==> src/shared/lctmc_pkg.sv <==
// Constants for the line and circuit test-mode controller.
// Assumes control register fields arrive as plain ports from the host codec.
package lctmc_pkg;

    // ------------------------------------------------------------
    // Test-select codes
    // ------------------------------------------------------------
    localparam logic [3:0] SEL_LEAK = 4'h1;
    localparam logic [3:0] SEL_LKA = 4'h2;
    localparam logic [3:0] SEL_TONE800 = 4'h4;
    localparam logic [3:0] SEL_TONECAL = 4'h5;
    localparam logic [3:0] SEL_ALB = 4'h7;
    localparam logic [3:0] SEL_IMPDC = 4'h9;
    localparam logic [3:0] SEL_IMPAC = 4'ha;
    localparam logic [3:0] SEL_IRING = 4'hc;
    localparam logic [3:0] SEL_PTTX = 4'hd;

    // ------------------------------------------------------------
    // Field positions and values
    // ------------------------------------------------------------
    localparam int DROP_MSB = 7;
    localparam int DROP_LSB = 3;
    localparam int GAIN_SHIFT = 4;
    localparam int TIM_BIT = 5;
    localparam logic [15:0] FULL_SCALE = 16'h7fff;
    localparam logic [15:0] WIN_CENTRE = 16'h4000;
    // Half widths of the window about -6 dB: about 1 dB and 3 dB
    localparam logic [15:0] WIN_HALF_NARROW = 16'h0764;
    localparam logic [15:0] WIN_HALF_WIDE = 16'h15ee;
    localparam logic [7:0] TONE_MAX_CODE = 8'h7f;

    // ------------------------------------------------------------
    // Timing
    // ------------------------------------------------------------
    localparam int CLK_HZ = 20000000;
    localparam int SAMPLE_HZ = 8000;
    localparam int SAMPLE_DIV = CLK_HZ / SAMPLE_HZ;
    localparam int TONE_HZ = 1000;
    localparam int TONE_STEPS = SAMPLE_HZ / TONE_HZ;
    localparam int SETTLE_SAMPLES = 16;
    localparam int FIFO_DEPTH = 8;

    typedef enum logic [3:0] {
        ST_NORMAL = 4'b0000,
        ST_LEAK = 4'b0001,
        ST_LKA = 4'b0011,
        ST_TONE800 = 4'b0010,
        ST_TONECAL = 4'b0110,
        ST_ALB = 4'b0111,
        ST_IMPDC = 4'b0101,
        ST_IMPAC = 4'b0100,
        ST_IRING = 4'b1100,
        ST_PTTX = 4'b1101
    } lctmc_mode_t;

endpackage
==> src/hdl/lctmc_fifo.sv <==
// Word FIFO with valid and ready on both sides.
// Assumes one clock and an active-low asynchronous reset already synchronised.
`timescale 1ns/1ns
module lctmc_fifo #(
    parameter int WIDTH = 8,
    parameter int DEPTH = 8
) (
    input wire logic clk,
    input wire logic rst_n,
    input wire logic [WIDTH-1:0] in_data,
    input wire logic in_valid,
    output logic in_ready,
    output logic [WIDTH-1:0] out_data,
    output logic out_valid,
    input wire logic out_ready
);
    localparam int AW = $clog2(DEPTH);
    logic [WIDTH-1:0] mem_q [DEPTH];
    logic [AW-1:0] wr_q, wr_d, rd_q, rd_d;
    logic [AW:0] cnt_q, cnt_d;
    logic push, pop;

    assign in_ready = (cnt_q != (AW+1)'(DEPTH));
    assign out_valid = (cnt_q != '0);
    assign push = in_valid && in_ready;
    assign pop = out_valid && out_ready;
    assign out_data = mem_q[rd_q];

    always_comb
    begin
        wr_d = push ? ((wr_q == AW'(DEPTH-1)) ? '0 : wr_q + 1'b1) : wr_q;
        rd_d = pop ? ((rd_q == AW'(DEPTH-1)) ? '0 : rd_q + 1'b1) : rd_q;
        cnt_d = cnt_q + (AW+1)'(push) - (AW+1)'(pop);
    end

    always_ff @(posedge clk or negedge rst_n)
    begin
        if (!rst_n)
        begin
            wr_q <= '0;
            rd_q <= '0;
            cnt_q <= '0;
        end
        else
        begin
            wr_q <= wr_d;
            rd_q <= rd_d;
            cnt_q <= cnt_d;
        end
    end

    always_ff @(posedge clk)
    begin
        if (push)
            mem_q[wr_q] <= in_data;
    end
endmodule

==> src/hdl/lctmc_top.sv <==
// Line and circuit test-mode controller: mode decode, path control,
// test tones, window detector, and upstream first-byte selection.
// Assumes control fields are static ports from the codec register file.
`timescale 1ns/1ns
module lctmc_top
    import lctmc_pkg::*;
#(
    parameter int SETTLE = lctmc_pkg::SETTLE_SAMPLES
) (
    input wire logic SYS_CLK,
    input wire logic RESET_N,
    input wire logic TEST_ENABLE_BIT,
    input wire logic [3:0] TEST_SELECT,
    input wire logic ALT_TEST_SELECT,
    input wire logic WIRE_SEL_TIP,
    input wire logic WIRE_SEL_RING,
    input wire logic RESULT_MODULATION_BIT,
    input wire logic TONE_1K_ADD,
    input wire logic BATTERY_REVERSED,
    input wire logic RING_TRIP_ENABLE,
    input wire logic METERING_TONE_SELECT_BIT,
    input wire logic [7:0] METERING_LEVEL_REG,
    input wire logic HOOK_IN,
    input wire logic [15:0] ENC_SAMPLE,
    input wire logic ENC_SAMPLE_VALID,
    input wire logic [7:0] MEAS_WORD,
    input wire logic [7:0] RING_AMP,
    input wire logic [7:0] RING_AMP_MIN,
    input wire logic [7:0] RING_AMP_MAX,
    input wire logic [7:0] VOICE_BYTE,
    input wire logic VOICE_VALID,
    output logic VOICE_READY,
    output logic [7:0] TX_B1_DATA,
    output logic TX_B1_VALID,
    input wire logic TX_B1_READY,
    output logic B_FILTER_ON,
    output logic Z_FILTER_ON,
    output logic RX_PATH_ON,
    output logic TX_PATH_ON,
    output logic RX_INPUT_ON,
    output logic [4:0] RX_GAIN_SHIFT,
    output logic IMPEDANCE_SYNTH_ON,
    output logic CURRENT_LIMIT_ON,
    output logic DC_FEED_ON,
    output logic [4:0] DROP_STEPS,
    output logic SENSE_DC_ONLY,
    output logic [1:0] LEAK_MEAS_SEL,
    output logic RING_MODE,
    output logic AUTO_RING_TRIP,
    output logic HOOK_UPSTREAM,
    output logic TONE_800_ON,
    output logic TONE_1K_ON,
    output logic [7:0] TONE_LEVEL,
    output logic SHAPING_ON,
    output logic WINDOW_DET_ON,
    output logic MEASUREMENT_SETTLED_FLAG,
    output logic TONE_IN_WINDOW_FLAG,
    output logic RING_AMPLITUDE_OK_FLAG
);
    // ------------------------------------------------------------
    // Reset release
    // ------------------------------------------------------------
    logic rst_a_q, rst_n_q;

    always_ff @(posedge SYS_CLK or negedge RESET_N)
    begin
        if (!RESET_N)
        begin
            rst_a_q <= 1'b0;
            rst_n_q <= 1'b0;
        end
        else
        begin
            rst_a_q <= 1'b1;
            rst_n_q <= rst_a_q;
        end
    end

    // ------------------------------------------------------------
    // Hook pin synchroniser
    // ------------------------------------------------------------
    logic [2:0] hook_sync_q, hook_sync_d;
    logic hook_q, hook_d;

    always_comb
    begin
        hook_sync_d = {hook_sync_q[1:0], HOOK_IN};
        hook_d = (hook_sync_q[2] == hook_sync_q[1]) ? hook_sync_q[2] : hook_q;
    end

    // ------------------------------------------------------------
    // Mode decode
    // ------------------------------------------------------------
    lctmc_mode_t mode_q, mode_d;

    always_comb
    begin
        mode_d = ST_NORMAL;
        if (TEST_ENABLE_BIT && !ALT_TEST_SELECT)
        begin
            case (TEST_SELECT)
                SEL_LEAK: mode_d = ST_LEAK;
                SEL_LKA: mode_d = ST_LKA;
                SEL_TONE800: mode_d = ST_TONE800;
                SEL_TONECAL: mode_d = ST_TONECAL;
                SEL_ALB: mode_d = ST_ALB;
                SEL_IMPDC: mode_d = ST_IMPDC;
                SEL_IMPAC: mode_d = ST_IMPAC;
                SEL_IRING: mode_d = ST_IRING;
                SEL_PTTX: mode_d = ST_PTTX;
                default: mode_d = ST_NORMAL;
            endcase
        end
    end

    // ------------------------------------------------------------
    // Path and line control
    // ------------------------------------------------------------
    typedef struct packed {
        logic b_on, z_on, rx_on, tx_on, rx_in, synth, ilim, feed, dc_only;
        logic ring, trip, t800, t1k, shape, win;
        logic [4:0] gain, drop;
        logic [1:0] leak;
        logic [7:0] lvl;
    } lctmc_ctl_t;

    lctmc_ctl_t ctl_q, ctl_d;
    logic leak_mode, imp_mode;

    assign leak_mode = (mode_q == ST_LEAK) || (mode_q == ST_LKA);
    assign imp_mode = (mode_q == ST_IMPDC) || (mode_q == ST_IMPAC);

    always_comb
    begin
        ctl_d = '0;
        ctl_d.b_on = 1'b1;
        ctl_d.z_on = 1'b1;
        ctl_d.rx_on = 1'b1;
        ctl_d.tx_on = 1'b1;
        ctl_d.rx_in = 1'b1;
        ctl_d.synth = 1'b1;
        ctl_d.ilim = 1'b1;
        ctl_d.feed = 1'b1;
        ctl_d.trip = 1'b1;
        ctl_d.shape = 1'b1;
        case (mode_q)
            ST_LEAK, ST_LKA:
            begin
                ctl_d.b_on = 1'b0;
                ctl_d.z_on = 1'b0;
                ctl_d.ilim = 1'b0;
                ctl_d.leak = {WIRE_SEL_RING, WIRE_SEL_TIP};
                ctl_d.dc_only = (mode_q == ST_LKA);
            end
            ST_TONE800:
            begin
                ctl_d.t800 = 1'b1;
                ctl_d.lvl = METERING_LEVEL_REG;
                ctl_d.t1k = TONE_1K_ADD;
                ctl_d.rx_in = !TONE_1K_ADD;
            end
            ST_TONECAL:
            begin
                ctl_d.tx_on = 1'b0;
                ctl_d.t1k = TONE_1K_ADD;
            end
            ST_ALB:
            begin
                ctl_d.win = 1'b1;
                ctl_d.t1k = TONE_1K_ADD;
            end
            ST_IMPDC, ST_IMPAC:
            begin
                ctl_d.gain = 5'(GAIN_SHIFT);
                ctl_d.t1k = TONE_1K_ADD;
                ctl_d.z_on = 1'b0;
                ctl_d.synth = 1'b0;
                ctl_d.ilim = 1'b0;
                ctl_d.feed = 1'b0;
                ctl_d.drop = METERING_LEVEL_REG[DROP_MSB:DROP_LSB];
                ctl_d.dc_only = (mode_q == ST_IMPAC);
            end
            ST_IRING:
            begin
                ctl_d.ring = 1'b1;
                ctl_d.trip = RING_TRIP_ENABLE;
                ctl_d.b_on = 1'b0;
                ctl_d.z_on = 1'b0;
                ctl_d.rx_on = 1'b0;
                ctl_d.rx_in = 1'b0;
                ctl_d.win = 1'b1;
            end
            ST_PTTX:
            begin
                ctl_d.t800 = !METERING_TONE_SELECT_BIT;
                ctl_d.lvl = METERING_LEVEL_REG;
                ctl_d.shape = 1'b0;
                ctl_d.win = 1'b1;
                ctl_d.t1k = TONE_1K_ADD;
            end
            default:
            begin
                ctl_d.trip = 1'b1;
            end
        endcase
    end

    // ------------------------------------------------------------
    // Window detector and settle counter
    // ------------------------------------------------------------
    localparam int SW = $clog2(SETTLE + 1);
    logic [15:0] peak;
    logic [15:0] half;
    logic in_win;
    logic [SW-1:0] settle_q, settle_d;
    logic settled_q, settled_d, tone_in_window_flag_q, tone_in_window_flag_d, ring_amplitude_ok_flag_q, ring_amplitude_ok_flag_d;
    lctmc_mode_t prev_mode_q;

    always_comb
    begin
        // Negative peak when battery reversed, positive otherwise
        peak = BATTERY_REVERSED ? (ENC_SAMPLE[15] ? (16'h0000 - ENC_SAMPLE) : 16'h0000)
                                : (ENC_SAMPLE[15] ? 16'h0000 : ENC_SAMPLE);
        half = BATTERY_REVERSED ? WIN_HALF_WIDE : WIN_HALF_NARROW;
        in_win = (peak >= WIN_CENTRE - half) && (peak <= WIN_CENTRE + half);
        settle_d = settle_q;
        settled_d = settled_q;
        tone_in_window_flag_d = tone_in_window_flag_q;
        ring_amplitude_ok_flag_d = ring_amplitude_ok_flag_q;
        if (mode_q != prev_mode_q || !ctl_q.win)
        begin
            settle_d = '0;
            settled_d = 1'b0;
            tone_in_window_flag_d = 1'b0;
            ring_amplitude_ok_flag_d = 1'b0;
        end
        else if (ENC_SAMPLE_VALID)
        begin
            if (settle_q != SW'(SETTLE))
                settle_d = settle_q + 1'b1;
            else
            begin
                settled_d = 1'b1;
                tone_in_window_flag_d = in_win;
                ring_amplitude_ok_flag_d = (mode_q == ST_IRING) && (RING_AMP >= RING_AMP_MIN)
                          && (RING_AMP <= RING_AMP_MAX);
            end
        end
    end

    // ------------------------------------------------------------
    // First transmit byte source
    // ------------------------------------------------------------
    localparam int PW = $clog2(TONE_STEPS);
    logic [7:0] tone_sample;
    logic [7:0] b1_d;
    logic b1_valid;
    // Byte phase: bit 0 alternates, top bit gives a 1 kHz square
    logic [PW-1:0] mod_ph_q, mod_ph_d;
    logic f_ready;

    assign tone_sample = TONE_MAX_CODE;
    always_comb
    begin
        mod_ph_d = VOICE_VALID && f_ready ? mod_ph_q + 1'b1 : mod_ph_q;
        b1_d = VOICE_BYTE;
        if (mode_q == ST_TONECAL)
            b1_d = mod_ph_q[PW-1] ? ~tone_sample : tone_sample;
        else if (leak_mode || imp_mode || mode_q == ST_IRING || mode_q == ST_PTTX
                 || mode_q == ST_ALB)
        begin
            b1_d = MEAS_WORD;
            if (RESULT_MODULATION_BIT && mod_ph_q[0])
                b1_d = ~MEAS_WORD;
        end
    end

    assign b1_valid = VOICE_VALID;
    assign VOICE_READY = f_ready;

    lctmc_fifo #(.WIDTH(8), .DEPTH(FIFO_DEPTH)) u_fifo (
        .clk(SYS_CLK),
        .rst_n(rst_n_q),
        .in_data(b1_d),
        .in_valid(b1_valid),
        .in_ready(f_ready),
        .out_data(TX_B1_DATA),
        .out_valid(TX_B1_VALID),
        .out_ready(TX_B1_READY)
    );

    // ------------------------------------------------------------
    // Registers
    // ------------------------------------------------------------
    always_ff @(posedge SYS_CLK or negedge rst_n_q)
    begin
        if (!rst_n_q)
        begin
            hook_sync_q <= '0;
            hook_q <= 1'b0;
            mode_q <= ST_NORMAL;
            prev_mode_q <= ST_NORMAL;
            ctl_q <= '0;
            settle_q <= '0;
            settled_q <= 1'b0;
            tone_in_window_flag_q <= 1'b0;
            ring_amplitude_ok_flag_q <= 1'b0;
            mod_ph_q <= '0;
        end
        else
        begin
            hook_sync_q <= hook_sync_d;
            hook_q <= hook_d;
            mode_q <= mode_d;
            prev_mode_q <= mode_q;
            ctl_q <= ctl_d;
            settle_q <= settle_d;
            settled_q <= settled_d;
            tone_in_window_flag_q <= tone_in_window_flag_d;
            ring_amplitude_ok_flag_q <= ring_amplitude_ok_flag_d;
            mod_ph_q <= mod_ph_d;
        end
    end

    assign B_FILTER_ON = ctl_q.b_on;
    assign Z_FILTER_ON = ctl_q.z_on;
    assign RX_PATH_ON = ctl_q.rx_on;
    assign TX_PATH_ON = ctl_q.tx_on;
    assign RX_INPUT_ON = ctl_q.rx_in;
    assign RX_GAIN_SHIFT = ctl_q.gain;
    assign IMPEDANCE_SYNTH_ON = ctl_q.synth;
    assign CURRENT_LIMIT_ON = ctl_q.ilim;
    assign DC_FEED_ON = ctl_q.feed;
    assign DROP_STEPS = ctl_q.drop;
    assign SENSE_DC_ONLY = ctl_q.dc_only;
    assign LEAK_MEAS_SEL = ctl_q.leak;
    assign RING_MODE = ctl_q.ring;
    assign AUTO_RING_TRIP = ctl_q.trip;
    assign HOOK_UPSTREAM = hook_q;
    assign TONE_800_ON = ctl_q.t800;
    assign TONE_1K_ON = ctl_q.t1k;
    assign TONE_LEVEL = ctl_q.lvl;
    assign SHAPING_ON = ctl_q.shape;
    assign WINDOW_DET_ON = ctl_q.win;
    assign MEASUREMENT_SETTLED_FLAG = settled_q;
    assign TONE_IN_WINDOW_FLAG = tone_in_window_flag_q;
    assign RING_AMPLITUDE_OK_FLAG = ring_amplitude_ok_flag_q;
endmodule

==> config.mk <==
export PLATFORM = sky130hd
export DESIGN_NAME = lctmc_top
export DESIGN_NICKNAME = d
export VERILOG_FILES = /design/src/shared/lctmc_pkg.sv /design/src/hdl/lctmc_fifo.sv /design/src/hdl/lctmc_top.sv
export SDC_FILE = /design/constraint.sdc
export NUM_CORES = 1
export LEC_CHECK = 0
export ABC_AREA = 1
export BUFFER_PORTS_ARGS = -buffer_cell sky130_fd_sc_hd__buf_2
export CAP_MARGIN = 20
export CELL_PAD_IN_SITES_DETAIL_PLACEMENT = 0
export CELL_PAD_IN_SITES_GLOBAL_PLACEMENT = 1
export CORE_UTILIZATION = 45
export CTS_BUF_LIST = sky130_fd_sc_hd__clkbuf_8 sky130_fd_sc_hd__clkbuf_16
export CTS_CLUSTER_DIAMETER = 40
export DETAILED_ROUTE_END_ITERATION = 8
export PLACE_DENSITY_LB_ADDON = 0.1
export SYNTH_ARGS = -nofsm -noshare
export SYNTH_HDL_FRONTEND = slang
export SYNTH_SLANG_ARGS = --single-unit
==> constraint.sdc <==
create_clock -name SYS_CLK -period 5.15 [get_ports SYS_CLK]
set_input_delay 1.545 -clock SYS_CLK [delete_from_list [all_inputs] [get_ports SYS_CLK]]
set_output_delay 1.545 -clock SYS_CLK [all_outputs]
set_load 0.005 [all_outputs]
==> metrics.md <==
| Metric | Value |
|---|---|
| Slowest stage cell on the critical path | sky130_fd_sc_hd__dfrtp_1 |
| Hold WC Path Type | reg -> reg |
| Cell Count Post-Placement | 1043 |
| # setup viols final | 0 |
| Clock tree sinks | 129 |
| Clock tree from TritonCTS | yes |
| Horizontal die dimension | 125 µm |
| Delay contributed by the slowest stage of the critical path | 0.63 ns |
| Outcome | finished with violations |
| Count of standard-cell rows | 44 |
| Achievable Freq | 252 MHz |
| Flops & latches, synth | 129 |
| Worst min-delay path endpoint | hook_sync_q[1]$_DFF_PN0_ |
| Diodes inserted | 0 |
| Via count of the first global-routing pass | 5170 |
| Hold Path Stages | 0 |
| Initial antenna violation count | 0 |
| Worst-path maximum fanout | 18 |
| Type of element capturing the critical path | primary output |
| Share of post-route cells with drive strength above 1 | 21.8% |
| Die Footprint | 15600 µm² |
| Die height | 125 µm |
| Sequential share of the synthesized area | 52.3% |
| Required time worst endpoint | 3.61 ns |
| Number of detailed-routing iterations run before antenna repair | 7 |
| Fraction of post-synthesis cell area in the top cell type by area | 28.3% |
| Warnings from Yosys | 0 |
| Layout overhead on the synthesized area | 21.0% |
| Remaining max-slew budget at the tightest pin | 28.8% |
| Final RePlAce weighted congestion | 0.837 |
| Number of nets in the layout | 1004 |
| Post-DP HPWL | 10800 µm |
| Total setup buffers inserted after CTS | 0 |
| Via/cell ratio | 4.86 |
| Total of fill cells in the finished design | 1295 |
| Setup slack of the worst register-to-register path | 2.74 ns |
| Number of clock buffers inserted by TritonCTS | 17 |
| Arrival time at the worst endpoint | 2.43 ns |
| Dominant cell type by area after synthesis | sky130_fd_sc_hd__edfxtp_1 |
| Post-Route WL | 14700 µm |
| Ys async rst share | 50.4% |
| Leading cell type in the layout, fill and taps excluded | sky130_fd_sc_hd__buf_2 |
| Worst setup skew after layout | 0.00819 ns |
| Initial Utilization | 46.3% |
| Setup repair after global routing missed its margin | false |
| Commonest non-fill, non-tap cells in the layout | 127 x sky130_fd_sc_hd__buf_2, 126 x sky130_fd_sc_hd__nor2_1, 105 x sky130_fd_sc_hd__nand2_1 |
| Kind of critical path | reg -> out |
| FF-to-FF path depth | 11 |
| Number of enable-type register cells in the synthesized netlist | 64 |
| Clock latency on the worst-skew pair | 0.41 ns |
| Max-capacitance violation count | 0 |
| Reg-to-reg critical path endpoint | u_fifo.mem_q[3][2]$_DFFE_PP_ |
| Library cell used as clock root buffer | sky130_fd_sc_hd__clkbuf_16 |
| Hold-fix buffers, CTS | 0 |
| Global Route Usage Sum | 20.1% |
| First-pass GRT wire length | 24200 µm |
| Final ANT Viol Nets | 0 |
| Final critical-path share of the clock period | 77.2% |
| Area of the mapped netlist | 6780 µm² |
| Origin of the critical flop-to-flop path | mode_q[2]$_DFF_PN0_ |
| Final hold vios | 0 |
| Setup_tns | 0 ns |
| IR Drop Worst-Case VDD | 0.000278 V |
| Total via count after detailed routing | 5220 |
| Number of slew-limit violations in the final report | 0 |
| Clock transition at path regs | 0.05 ns |
| Violations in the final reports | design-rule violations |
| Worst slew pin tran | 1.06 ns |
| # DRC | 8 |
| Leakage power figure | 3.94 nW |
| Number of levels in the clock H-tree | 4 |
| Layout Cells excl Fill | 1075 |
| Gate count of the mapped netlist | 746 |
| Power density cells | 427 nW/µm² |
| Synth Area per Inst | 9.09 µm² |
| Startpoint Class | flop |
| Initial drt markers | 219 |
| Final worst path period need | 3.98 ns |
| Clock tree buffer depth | 2 |
| Cell-by-cell trace of the critical path | inv_1 > o21ai_0 > o22ai_1 > nor2_1 > a31oi_1 > buf_2 |
| Overflow left after global routing | 0 |
| Pin count of the biggest net entering global routing | 64 |
| Number of top-level pins | 132 |
| Per-cell routed wire length | 13.7 µm |
| Gates resized, CTS repair | 0 |
| Synth top area cells | sky130_fd_sc_hd__edfxtp_1 28%, sky130_fd_sc_hd__dfrtp_1 24%, sky130_fd_sc_hd__ha_1 7.7%, sky130_fd_sc_hd__nor2_1 7.0%, sky130_fd_sc_hd__nand2_1 5.8% |
| Yosys cell types | 44 |
| Core outline area | 14600 µm² |
| Port Buffers | 127 |
| Startpoint of the most critical hold path | hook_sync_q[0]$_DFF_PN0_ |
| Primary FF master, synth | sky130_fd_sc_hd__dfrtp_1 |
worst max-delay path by stage:
stage / to / slack [ns] / depth (start not counted) / start
4_1_cts: TX_B1_DATA[0] / 1.13 / 6 / u_fifo.rd_q[1]$_DFFE_PN0P_
5_1_grt: TX_B1_DATA[0] / 0.97 / 6 / u_fifo.rd_q[1]$_DFFE_PN0P_
3_3_place_gp: TONE_IN_WINDOW_FLAG$_DFFE_PN0P_ / 1.38 / 18 / BATTERY_REVERSED
2_1_floorplan: TONE_IN_WINDOW_FLAG$_DFFE_PN0P_ / 1.72 / 19 / ENC_SAMPLE[0]
6_report: TX_B1_DATA[0] / 1.17 / 6 / u_fifo.rd_q[1]$_DFFE_PN0P_
3_5_place_dp: TONE_IN_WINDOW_FLAG$_DFFE_PN0P_ / 1.33 / 18 / BATTERY_REVERSED
synth_stat cells, drive strengths merged (2+ instances only):
| cell type | instances |
|---|---|
| nor2 | 136 |
| nand2 | 113 |
| inv | 107 |
| o21ai | 69 |
| dfrtp | 65 |
| edfxtp | 64 |
| ha | 42 |
| nand3 | 39 |
| a21oi | 20 |
| clkbuf | 13 |
| a31oi | 9 |
| nand4 | 9 |
| xor2 | 9 |
| nor3 | 8 |
| o22ai | 8 |
| buf | 7 |
| xnor2 | 5 |
| or2 | 4 |
| o21bai | 3 |
| clkinv | 2 |
| conb | 2 |
| o21a | 2 |
logic make-up after synthesis:
| logic type | share of synthesized area [%] |
|---|---|
| AO/OA/AOI/OAI | 9.82 |
| XOR/XNOR | 1.81 |
| adder cells (fa/ha/maj) | 8.19 |
| buffers and inverters | 8.01 |
| flip-flops | 52.3 |
| other | 0.111 |
| AND/OR/NAND/NOR | 19.7 |
layout make-up:
type / instances / area [µm²] / share of cell area [%]
well taps: 184 / 230 / 2.81
flip-flops and latches: 129 / 3550 / 43.3
clock buffers: 23 / 531 / 6.46
multi-input cells: 491 / 2700 / 32.9
repair buffers: 130 / 658 / 8.02
inverters: 109 / 414 / 5.05
clock inverters: 9 / 123 / 1.49
routing by layer:
layer  vias up  GRT usage [%]  wire, µm
li1       2706              -         -
met1      2400           22.8      6090
met4         0           6.17       138
met2       101           37.1      7810
met3        13           4.55       644
met5         -              0         0
through the flow:
stage                     instance area, µm²  setup slack, ns  utilization, %  power (W)  hold slack [ns]
final                                   8210             1.17            56.0    0.00351            0.346
after global routing                    8210            0.973            56.0    0.00373            0.350
after CTS                               8210             1.13            56.0    0.00355            0.352
after detailed placement                7550             1.33            51.6    0.00227            0.336
after global placement                  7550             1.38            51.6    0.00223            0.334
after floorplan                         6790             1.72               -    0.00196            0.331
worst max-delay path, delay by kind of cell, from the launching register on:
kind                   cells  cell delay (ns)
AOI/OAI and AO/OA          3             0.59
buffers and inverters      2             0.73
DFF                        1             0.63
and+or+nand+nor            1             0.06
registers in the layout, indices dropped and copies added, names as in the netlist, 4 cells and up:
name / count
TONE_LEVEL: 8
prev_mode_q: 4
settle_q: 5
u_fifo.cnt_q: 4
DROP_STEPS: 5
mode_q: 4
u_fifo.mem_q: 64
report_power, final:
group	internal, W	switching [W]	total, W	leakage, nW
sequential	0.00125	0.0000742	0.00132	1.40
clock	0.000866	0.000410	0.00128	0.332
combinational	0.000339	0.000570	0.000909	2.21
total	0.00245	0.00105	0.00351	3.94
Note: power is estimated with default switching activity, not from simulation.
